$ cat src/icb_pkg.sv
// shared constants, field layouts and carrier types of the input capture block
package icb_pkg;
    localparam int unsigned ADDR_W = 8;
    localparam int unsigned DATA_W = 32;
    localparam int unsigned TB_W = 16;
    localparam int unsigned NUM_CH = 2;
    localparam int unsigned FIFO_DEPTH = 4;
    // register byte offsets
    localparam logic [7:0] OFF_TB_CTRL = 8'h00;
    localparam logic [7:0] OFF_TB1_COUNT = 8'h04;
    localparam logic [7:0] OFF_TB2_COUNT = 8'h08;
    localparam logic [7:0] OFF_CH0_CTRL = 8'h0C;
    localparam logic [7:0] OFF_CH1_CTRL = 8'h10;
    localparam logic [7:0] OFF_CH0_FIFO = 8'h14;
    localparam logic [7:0] OFF_CH1_FIFO = 8'h18;
    localparam logic [7:0] OFF_CH_STATUS = 8'h1C;
    localparam logic [7:0] OFF_INT_STATUS = 8'h20;
    localparam logic [7:0] OFF_INT_CLEAR = 8'h24;
    localparam logic [7:0] OFF_INT_ENABLE = 8'h28;
    // interrupt status layout: fill[1:0], overflow[3:2], pin event[5:4]
    localparam int unsigned INT_W = 6;
    localparam int unsigned ST_FILL = 0;
    localparam int unsigned ST_OVF = 2;
    localparam int unsigned ST_EDGE = 4;
    // channel status layout: count0 [2:0], count1 [6:4]
    localparam int unsigned CS_CNT1 = 4;
    localparam logic [1:0] RESP_OKAY = 2'b00;
    localparam logic [1:0] RESP_SLVERR = 2'b10;
    localparam logic [15:0] TB_MAX = 16'hFFFF;
    localparam logic [2:0] FIFO_FULL = 3'h4;
    localparam logic [3:0] EV_LAST_4TH = 4'h3;
    localparam logic [3:0] EV_LAST_16TH = 4'hF;
    // prescaler terminal counts for ratios 1, 8, 64, 256
    localparam logic [7:0] PS_LAST_1 = 8'h00;
    localparam logic [7:0] PS_LAST_8 = 8'h07;
    localparam logic [7:0] PS_LAST_64 = 8'h3F;
    localparam logic [7:0] PS_LAST_256 = 8'hFF;

    typedef enum logic [2:0] {
        ICB_OFF,
        ICB_EVERY_EDGE,
        ICB_FALL,
        ICB_RISE,
        ICB_RISE_4TH,
        ICB_RISE_16TH
    } icb_mode_t;

    typedef struct packed {
        logic [1:0] fill_level;
        logic tb_sel;
        icb_mode_t mode;
    } icb_chan_cfg_t;

    typedef struct packed {
        logic concat;
        logic [1:0] tb2_ps;
        logic tb2_ext;
        logic tb2_en;
        logic [1:0] tb1_ps;
        logic tb1_ext;
        logic tb1_en;
    } icb_tb_cfg_t;
endpackage : icb_pkg

$ cat src/icb_capture_top.sv
// input capture block with two time bases and an axi4-lite register slave
// What this block does
// - capture selected 16-bit time base on event
// - falling mode captures every falling edge
// - rising mode captures every rising edge
// - both-edges mode captures every transition
// - first prescaled mode captures every fourth rise
// - second prescaled mode captures every sixteenth rise
// - two independent channels, own input pins
// - each channel selects one of two bases
// - time base counts internal or external clock
// - four-entry fifo per channel
// - interrupt after one to four entries
// - interrupt request on capture per fill setting
// - capture event wakes sleeping or idle cpu
// - channel serves as extra external interrupt
// - first and second bases join into 32 bits
// - first base synchronises after its prescaler
// - second base synchronises before its prescaler
module icb_capture_top (
    input wire logic aclk,
    input wire logic aresetn,
    input wire logic [7:0] s_axi_awaddr,
    input wire logic s_axi_awvalid,
    output logic s_axi_awready,
    input wire logic [31:0] s_axi_wdata,
    input wire logic [3:0] s_axi_wstrb,
    input wire logic s_axi_wvalid,
    output logic s_axi_wready,
    output logic [1:0] s_axi_bresp,
    output logic s_axi_bvalid,
    input wire logic s_axi_bready,
    input wire logic [7:0] s_axi_araddr,
    input wire logic s_axi_arvalid,
    output logic s_axi_arready,
    output logic [31:0] s_axi_rdata,
    output logic [1:0] s_axi_rresp,
    output logic s_axi_rvalid,
    input wire logic s_axi_rready,
    input wire logic [1:0] capture_input_pin,
    input wire logic [1:0] time_base_ext_clock_pin,
    input wire logic cpu_low_power,
    output logic irq,
    output logic wake_req
);
    function automatic logic is_mapped(input logic [7:0] a);
        is_mapped = (a[1:0] == 2'b00) && (a <= icb_pkg::OFF_INT_ENABLE);
    endfunction : is_mapped

    function automatic logic [31:0] merge(input logic [31:0] old, input logic [31:0] d, input logic [3:0] s);
        for (int i = 0; i < 4; i++)
        begin
            merge[i*8 +: 8] = s[i] ? d[i*8 +: 8] : old[i*8 +: 8];
        end
    endfunction : merge

    function automatic logic ps_hit(input logic [7:0] cnt, input logic [1:0] code);
        case (code)
            2'd0: ps_hit = (cnt == icb_pkg::PS_LAST_1);
            2'd1: ps_hit = (cnt == icb_pkg::PS_LAST_8);
            2'd2: ps_hit = (cnt == icb_pkg::PS_LAST_64);
            default: ps_hit = (cnt == icb_pkg::PS_LAST_256);
        endcase
    endfunction : ps_hit

    icb_pkg::icb_tb_cfg_t tb_cfg;
    icb_pkg::icb_chan_cfg_t ch_cfg [2];
    logic [15:0] tb1;
    logic [15:0] tb2;
    logic [7:0] ps1;
    logic [7:0] ps2;
    logic t1_pin_q, t1_pin_d, t1_tog, t1_ts1, t1_ts2, t1_ts3;
    logic t2_s1, t2_s2, t2_d;
    logic src1, src2, hit1, hit2, tick1, tick2, tick2_eff;
    logic [1:0] cap_s1, cap_s2, cap_d, rise, fall, cap_ev, push, pop;
    logic [3:0] ev_cnt [2];
    logic [15:0] fifo_mem [2][4];
    logic [1:0] wp [2];
    logic [1:0] rp [2];
    logic [2:0] cnt [2];
    logic [5:0] int_st;
    logic [5:0] int_en;
    logic [5:0] int_set;
    logic wr_hs, rd_hs;
    logic [15:0] cap_val [2];

    // write channel takes address and data together
    assign wr_hs = s_axi_awvalid && s_axi_wvalid && !s_axi_bvalid;
    assign s_axi_awready = wr_hs;
    assign s_axi_wready = wr_hs;
    assign s_axi_arready = !s_axi_rvalid;
    assign rd_hs = s_axi_arvalid && s_axi_arready;

    // first base: count source prescaled, then resynchronised via toggle
    assign src1 = tb_cfg.tb1_ext ? (t1_pin_q && !t1_pin_d) : 1'b1;
    assign hit1 = tb_cfg.tb1_en && src1 && ps_hit(ps1, tb_cfg.tb1_ps);
    assign tick1 = tb_cfg.tb1_ext ? (t1_ts2 ^ t1_ts3) : hit1;
    // second base: pin synchronised first, then prescaled
    assign src2 = tb_cfg.tb2_ext ? (t2_s2 && !t2_d) : 1'b1;
    assign hit2 = tb_cfg.tb2_en && src2 && ps_hit(ps2, tb_cfg.tb2_ps);
    assign tick2 = hit2;
    assign tick2_eff = tb_cfg.concat ? (tick1 && tb1 == icb_pkg::TB_MAX) : tick2;

    always_ff @(posedge aclk)
    begin
        if (!aresetn)
        begin
            t1_pin_q <= 1'b0;
            t1_pin_d <= 1'b0;
            t1_tog <= 1'b0;
            t1_ts1 <= 1'b0;
            t1_ts2 <= 1'b0;
            t1_ts3 <= 1'b0;
            t2_s1 <= 1'b0;
            t2_s2 <= 1'b0;
            t2_d <= 1'b0;
            ps1 <= 8'h00;
            ps2 <= 8'h00;
        end
        else
        begin
            t1_pin_q <= time_base_ext_clock_pin[0];
            t1_pin_d <= t1_pin_q;
            t1_tog <= t1_tog ^ (hit1 && tb_cfg.tb1_ext);
            t1_ts1 <= t1_tog;
            t1_ts2 <= t1_ts1;
            t1_ts3 <= t1_ts2;
            t2_s1 <= time_base_ext_clock_pin[1];
            t2_s2 <= t2_s1;
            t2_d <= t2_s2;
            if (tb_cfg.tb1_en && src1)
            begin
                ps1 <= hit1 ? 8'h00 : ps1 + 8'h01;
            end
            if (tb_cfg.tb2_en && src2)
            begin
                ps2 <= hit2 ? 8'h00 : ps2 + 8'h01;
            end
        end
    end

    // time base counters, writable from the bus
    always_ff @(posedge aclk)
    begin
        if (!aresetn)
        begin
            tb1 <= 16'h0000;
            tb2 <= 16'h0000;
        end
        else
        begin
            if (wr_hs && s_axi_awaddr == icb_pkg::OFF_TB1_COUNT)
                tb1 <= 16'(merge({16'h0000, tb1}, s_axi_wdata, s_axi_wstrb));
            else if (tick1)
                tb1 <= tb1 + 16'h0001;
            if (wr_hs && s_axi_awaddr == icb_pkg::OFF_TB2_COUNT)
                tb2 <= 16'(merge({16'h0000, tb2}, s_axi_wdata, s_axi_wstrb));
            else if (tick2_eff)
                tb2 <= tb2 + 16'h0001;
        end
    end

    // capture pin synchroniser and edge detect
    always_ff @(posedge aclk)
    begin
        if (!aresetn)
        begin
            cap_s1 <= 2'b00;
            cap_s2 <= 2'b00;
            cap_d <= 2'b00;
        end
        else
        begin
            cap_s1 <= capture_input_pin;
            cap_s2 <= cap_s1;
            cap_d <= cap_s2;
        end
    end
    assign rise = cap_s2 & ~cap_d;
    assign fall = ~cap_s2 & cap_d;

    // event qualification per channel mode
    always_comb
    begin
        for (int c = 0; c < 2; c++)
        begin
            cap_val[c] = ch_cfg[c].tb_sel ? tb2 : tb1;
            case (ch_cfg[c].mode)
                icb_pkg::ICB_EVERY_EDGE: cap_ev[c] = rise[c] || fall[c];
                icb_pkg::ICB_FALL: cap_ev[c] = fall[c];
                icb_pkg::ICB_RISE: cap_ev[c] = rise[c];
                icb_pkg::ICB_RISE_4TH: cap_ev[c] = rise[c] && ev_cnt[c][1:0] == icb_pkg::EV_LAST_4TH[1:0];
                icb_pkg::ICB_RISE_16TH: cap_ev[c] = rise[c] && ev_cnt[c] == icb_pkg::EV_LAST_16TH;
                default: cap_ev[c] = 1'b0;
            endcase
            push[c] = cap_ev[c] && cnt[c] != icb_pkg::FIFO_FULL;
            pop[c] = rd_hs && cnt[c] != 3'h0
                && s_axi_araddr == (c == 0 ? icb_pkg::OFF_CH0_FIFO : icb_pkg::OFF_CH1_FIFO);
        end
    end

    // rising edge counters for prescaled modes, restarted on config write
    always_ff @(posedge aclk)
    begin
        for (int c = 0; c < 2; c++)
        begin
            if (!aresetn)
                ev_cnt[c] <= 4'h0;
            else if (wr_hs && s_axi_awaddr == (c == 0 ? icb_pkg::OFF_CH0_CTRL : icb_pkg::OFF_CH1_CTRL))
                ev_cnt[c] <= 4'h0;
            else if (rise[c])
                ev_cnt[c] <= ev_cnt[c] + 4'h1;
        end
    end

    // capture fifos
    always_ff @(posedge aclk)
    begin
        for (int c = 0; c < 2; c++)
        begin
            if (!aresetn)
            begin
                wp[c] <= 2'h0;
                rp[c] <= 2'h0;
                cnt[c] <= 3'h0;
            end
            else
            begin
                if (push[c])
                begin
                    fifo_mem[c][wp[c]] <= cap_val[c];
                    wp[c] <= wp[c] + 2'h1;
                end
                if (pop[c])
                    rp[c] <= rp[c] + 2'h1;
                if (push[c] && !pop[c])
                    cnt[c] <= cnt[c] + 3'h1;
                else if (pop[c] && !push[c])
                    cnt[c] <= cnt[c] - 3'h1;
            end
        end
    end

    // interrupt event sources
    always_comb
    begin
        int_set = 6'h00;
        for (int c = 0; c < 2; c++)
        begin
            int_set[icb_pkg::ST_FILL + c] = push[c] && (cnt[c] + 3'h1) > {1'b0, ch_cfg[c].fill_level};
            int_set[icb_pkg::ST_OVF + c] = cap_ev[c] && !push[c];
            int_set[icb_pkg::ST_EDGE + c] = cap_ev[c];
        end
    end

    // configuration, sticky status and wake
    always_ff @(posedge aclk)
    begin
        if (!aresetn)
        begin
            tb_cfg <= '0;
            ch_cfg[0] <= '0;
            ch_cfg[1] <= '0;
            int_en <= 6'h00;
            int_st <= 6'h00;
            wake_req <= 1'b0;
        end
        else
        begin
            if (wr_hs && s_axi_awaddr == icb_pkg::OFF_TB_CTRL)
                tb_cfg <= icb_pkg::icb_tb_cfg_t'(9'(merge({23'h0, tb_cfg}, s_axi_wdata, s_axi_wstrb)));
            if (wr_hs && s_axi_awaddr == icb_pkg::OFF_CH0_CTRL)
                ch_cfg[0] <= icb_pkg::icb_chan_cfg_t'(6'(merge({26'h0, ch_cfg[0]}, s_axi_wdata, s_axi_wstrb)));
            if (wr_hs && s_axi_awaddr == icb_pkg::OFF_CH1_CTRL)
                ch_cfg[1] <= icb_pkg::icb_chan_cfg_t'(6'(merge({26'h0, ch_cfg[1]}, s_axi_wdata, s_axi_wstrb)));
            if (wr_hs && s_axi_awaddr == icb_pkg::OFF_INT_ENABLE)
                int_en <= 6'(merge({26'h0, int_en}, s_axi_wdata, s_axi_wstrb));
            // set wins over a clear in the same cycle
            if (wr_hs && s_axi_awaddr == icb_pkg::OFF_INT_CLEAR && s_axi_wstrb[0])
                int_st <= (int_st & ~s_axi_wdata[5:0]) | int_set;
            else
                int_st <= int_st | int_set;
            wake_req <= cpu_low_power && |cap_ev;
        end
    end
    assign irq = |(int_st & int_en);

    // bus responses
    always_ff @(posedge aclk)
    begin
        if (!aresetn)
        begin
            s_axi_bvalid <= 1'b0;
            s_axi_bresp <= icb_pkg::RESP_OKAY;
            s_axi_rvalid <= 1'b0;
            s_axi_rresp <= icb_pkg::RESP_OKAY;
            s_axi_rdata <= 32'h0000_0000;
        end
        else
        begin
            if (wr_hs)
            begin
                s_axi_bvalid <= 1'b1;
                s_axi_bresp <= is_mapped(s_axi_awaddr) ? icb_pkg::RESP_OKAY : icb_pkg::RESP_SLVERR;
            end
            else if (s_axi_bready)
                s_axi_bvalid <= 1'b0;
            if (rd_hs)
            begin
                s_axi_rvalid <= 1'b1;
                s_axi_rresp <= is_mapped(s_axi_araddr) ? icb_pkg::RESP_OKAY : icb_pkg::RESP_SLVERR;
                case (s_axi_araddr)
                    icb_pkg::OFF_TB_CTRL: s_axi_rdata <= {23'h0, tb_cfg};
                    icb_pkg::OFF_TB1_COUNT: s_axi_rdata <= {16'h0, tb1};
                    icb_pkg::OFF_TB2_COUNT: s_axi_rdata <= {16'h0, tb2};
                    icb_pkg::OFF_CH0_CTRL: s_axi_rdata <= {26'h0, ch_cfg[0]};
                    icb_pkg::OFF_CH1_CTRL: s_axi_rdata <= {26'h0, ch_cfg[1]};
                    icb_pkg::OFF_CH0_FIFO: s_axi_rdata <= pop[0] ? {16'h0, fifo_mem[0][rp[0]]} : 32'h0;
                    icb_pkg::OFF_CH1_FIFO: s_axi_rdata <= pop[1] ? {16'h0, fifo_mem[1][rp[1]]} : 32'h0;
                    icb_pkg::OFF_CH_STATUS: s_axi_rdata <= {25'h0, cnt[1], 1'b0, cnt[0]};
                    icb_pkg::OFF_INT_STATUS: s_axi_rdata <= {26'h0, int_st};
                    icb_pkg::OFF_INT_ENABLE: s_axi_rdata <= {26'h0, int_en};
                    default: s_axi_rdata <= 32'h0;
                endcase
            end
            else if (s_axi_rready)
                s_axi_rvalid <= 1'b0;
        end
    end
endmodule : icb_capture_top

$ cat config.mk
export PLATFORM = sky130hd
export DESIGN_NAME = icb_capture_top
export DESIGN_NICKNAME = d
export VERILOG_FILES = /design/src/icb_pkg.sv /design/src/icb_capture_top.sv
export SDC_FILE = /design/constraint.sdc
export NUM_CORES = 1
export LEC_CHECK = 0
export BUFFER_PORTS_ARGS = -buffer_cell sky130_fd_sc_hd__buf_4
export CORE_ASPECT_RATIO = 2
export CORE_UTILIZATION = 65
export CTS_CLUSTER_SIZE = 28
export DETAILED_ROUTE_END_ITERATION = 10
export GPL_ROUTABILITY_DRIVEN = 0
export GPL_TIMING_DRIVEN = 0
export HOLD_SLACK_MARGIN = 0.02
export PLACE_DENSITY_LB_ADDON = 0.3
export SLEW_MARGIN = 20
export SYNTH_ARGS = -nofsm -noshare
export SYNTH_HDL_FRONTEND = slang
export SYNTH_SLANG_ARGS = --single-unit
$ cat constraint.sdc
create_clock -name aclk -period 7.7 [get_ports aclk]
set_input_delay 1.155 -clock aclk [delete_from_list [all_inputs] [get_ports aclk]]
set_output_delay 1.155 -clock aclk [all_outputs]
set_load 0.05 [all_outputs]
==> impl_metrics.py <==
metrics = {
    "die": {
        "start_util": 0.666,
        "core.rowCount": 72,
        "ios": 107,
        "die_w_um": 102,
        "dieArea_mm2": 0.0205,
        "die_h_um": 202,
        "core_mm2": 0.0195,
    },
    "layout": {
        "multiInputGateArea_mm2": 0.00556,
        "area_growth_pct": 12.7,
        "mostFrequentLayoutCell": "edfxtp_1",
        "final_cell_area_mm2": 0.0146,
        "diodes": 0,
        "most-common-layout-cells": "edfxtp_1, nor2_1, dfxtp_1",
        "ff_latch_area_mm2": 0.00697,
        "final_cells": 1533,
        "drive_gt1_frac": 0.175,
        "fill_cells": 1345,
        "fin_nets": 1356,
    },
    "synthesis": {
        "ys_seq_area_frac": 0.537,
        "synth_cell_types": 75,
        "avgSynthCellArea_um2": 11.3,
        "async_flop_share": 0,
        "ys_ff_latch": 267,
        "synth_edf_count": 162,
        "syn_inst": 1151,
        "synth-main-ff-cell": "edfxtp_1",
        "syn_area_mm2": 0.0130,
        "ys_warn_count": 0,
    },
    "clocking": {
        "postCtsResizedCells": 0,
        "clkSlewWorstSetupHoldPaths_ns": 0.07,
        "cts_hold_buf": 0,
        "insertion_delay_ns": 0.52,
        "post_cts_buffers": 0,
        "htree_levels": 1,
        "numCtsBuffers": 23,
        "cts.path.max_buffers": 3,
        "cts-root-buf": "clkbuf_16",
        "cts.sinks": 267,
        "cts_tree": "done",
    },
    "grt": {
        "grt_pass1_wl_mm": 57.4,
        "grt_overflow": 0,
        "grt_max_degree": 18,
        "antenna_found_initial": 0,
        "grt_usage": 0.384,
        "grt_pass1_vias": 10300,
    },
    "worst_setup_path": {
        "cp-startpoint": "s_axi_araddr[4]",
        "critPathMaxFanout": 10,
        "cp.arrival_ns": 3.76,
        "endpoint": "s_axi_rdata[0]",
        "rr_endpoint": "fifo_mem[0][109]",
        "r2r-start": "ch_cfg[0][6]",
        "worstRegToRegCells": 6,
        "required_ns": 8.07,
        "setup.worst_path.class": "input pin to flop",
        "start_kind": "input pin",
        "r2r_slack_ns": 4.37,
        "crit_path_end_kind": "flop",
    },
    "power": {
        "p_leak_nw": 5.24,
        "clockPowerShare": 0.410,
        "ir_worst_vdd_v": 0.000278,
        "p_int_mw": 2.24,
        "switchingPower_mw": 0.642,
        "switching_share": 0.223,
        "p_per_area_mw_per_mm2": 197,
        "pwr-share-seq": 0.529,
        "comb_power_share": 0.061,
        "power_mw": 2.89,
    },
    "timing": {
        "slew_violations": 0,
        "rsz0062_at_grt": "false",
        "fin_crit_sh": 0.441,
        "worst_slack_ns": 4.30,
        "worst_pin_slew_ns": 1.21,
        "setup_viol": 0,
        "slew_headroom": 0.185,
        "fin_tns_setup_ns": 0,
        "fin_crit_ns": 3.40,
        "skew_ns": 0.0105,
        "finalHoldViolCount": 0,
        "fmax_ghz": 0.295,
    },
    "placed_design": {
        "place_inst": 1492,
        "placed_area_mm2": 0.0139,
        "post-place-ws_ns": 3.82,
        "portBuffers": 65,
        "dp_hpwl_mm": 27.1,
    },
    "min_path": {
        "hp-class": "flop to flop",
    },
    "drt": {
        "vias": 10300,
        "wl_per_cell_um": 24.6,
        "viasPerCell": 6.74,
        "final_antenna_net_count": 0,
        "dr.pass1.iters": 7,
        "drtIter0Drc": 1013,
        "drc": 0,
        "routed_wl_mm": 37.8,
    },
    "run": {
        "max-cap-violations": 0,
    },
    "status": {
        "status": "finished clean",
    },
}
layout make-up:
| class | instances | share of cell area |
|---|---|---|
| Multi-Input combinational cell | 788 | 0.380 |
| Clock inverter | 9 | 0.00659 |
| Inverter | 40 | 0.0103 |
| Timing Repair Buffer | 65 | 0.0334 |
| Tap cell | 259 | 0.0222 |
| Sequential cell | 267 | 0.477 |
| Clock buffer | 32 | 0.0454 |
| Buffer | 73 | 0.0254 |
power groups by stage:
stage / sequential (mW) / clock (mW) / combinational, mW
finish: 1.53 / 1.18 / 0.176
CTS: 1.53 / 1.18 / 0.171
global placement: 1.56 / 0 / 0.167
floorplan: 1.56 / 0 / 0.103
global route: 1.53 / 1.23 / 0.185
detailed placement: 1.56 / 0 / 0.170
flip-flops by register name, summed over array words and instances (netlist names), 2 cells and up:
signal	count
rp	4
ps1	8
wp	4
s_axi_rdata	16
tb_cfg	9
ps2	8
int_st	6
cap_s2	2
int_en	6
tb1	16
ev_cnt	8
cap_s1	2
ch_cfg	12
cnt	6
fifo_mem	128
cap_d	2
tb2	16
layer usage:
metal | GRT usage | wire, um | up-vias
li1 | - | - | 4496
met1 | 0.397 | 11500 | 4828
met2 | 0.632 | 18200 | 734
met3 | 0.0910 | 3660 | 272
met4 | 0.336 | 4340 | 0
met5 | 0 | 0 | -
cell families after synthesis:
group	share of synthesized area
adders and majority gates	0.0328
muxes	0.0978
buffers and inverters	0.0402
and+or+nand+nor	0.155
AOI/OAI and AO/OA	0.121
xor gates and xnor gates	0.0155
other	0.000289
DFF	0.537
metrics by stage:
step,hold WS [ns],util
after floorplan,0.412,-
after global placement,0.415,0.711
after detailed placement,0.424,0.712
after CTS,0.441,0.751
after global routing,0.456,0.751
final,0.436,0.751
cells in the mapped netlist (8+ instances only):
library cell,number,area share
and2_1,22,0.011
xor2_1,14,0.0095
a222oi_1,8,0.0062
buf_2,9,0.0035
nand2b_1,12,0.0058
nand4_1,13,0.0063
nor4_1,8,0.0039
nand2_1,103,0.030
nor2_1,111,0.032
a21oi_1,64,0.025
o21ai_0,35,0.014
buf_4,19,0.011
nand3_1,39,0.015
a22oi_1,39,0.023
mux2_2,37,0.032
a31oi_1,9,0.0043
mux4_2,32,0.056
mux2i_1,13,0.010
xnor2_1,9,0.0061
dfxtp_1,105,0.16
ha_1,34,0.033
inv_1,39,0.011
clkbuf_1,38,0.011
and3_1,25,0.012
edfxtp_1,162,0.38
nor3_1,24,0.0093
critical path, stage by stage:
cell	delay, ns
buf_4	0.11
nor3_1	0.14
nand2b_1	0.10
clkbuf_1	0.38
nor2_1	0.13
clkbuf_1	0.29
a222oi_1	0.97
nand3_1	0.19
a22oi_1	0.23
nor2_1	0.05
worst min path at each step:
| stage | startpoint | endpoint | slack [ns] | depth (start not counted) |
|---|---|---|---|---|
| 6_report | t2_s1 | t2_s2 | 0.44 | 1 |
| 5_1_grt | t2_s1 | t2_s2 | 0.46 | 1 |
| 4_1_cts | t2_s1 | t2_s2 | 0.44 | 1 |
| 3_5_place_dp | t2_s1 | t2_s2 | 0.42 | 1 |
| 3_3_place_gp | t1_ts1 | t1_ts2 | 0.42 | 1 |
| 2_1_floorplan | cap_s1[0] | cap_s2[0] | 0.41 | 1 |
No activity file was read; power rests on OpenSTA's default activity.
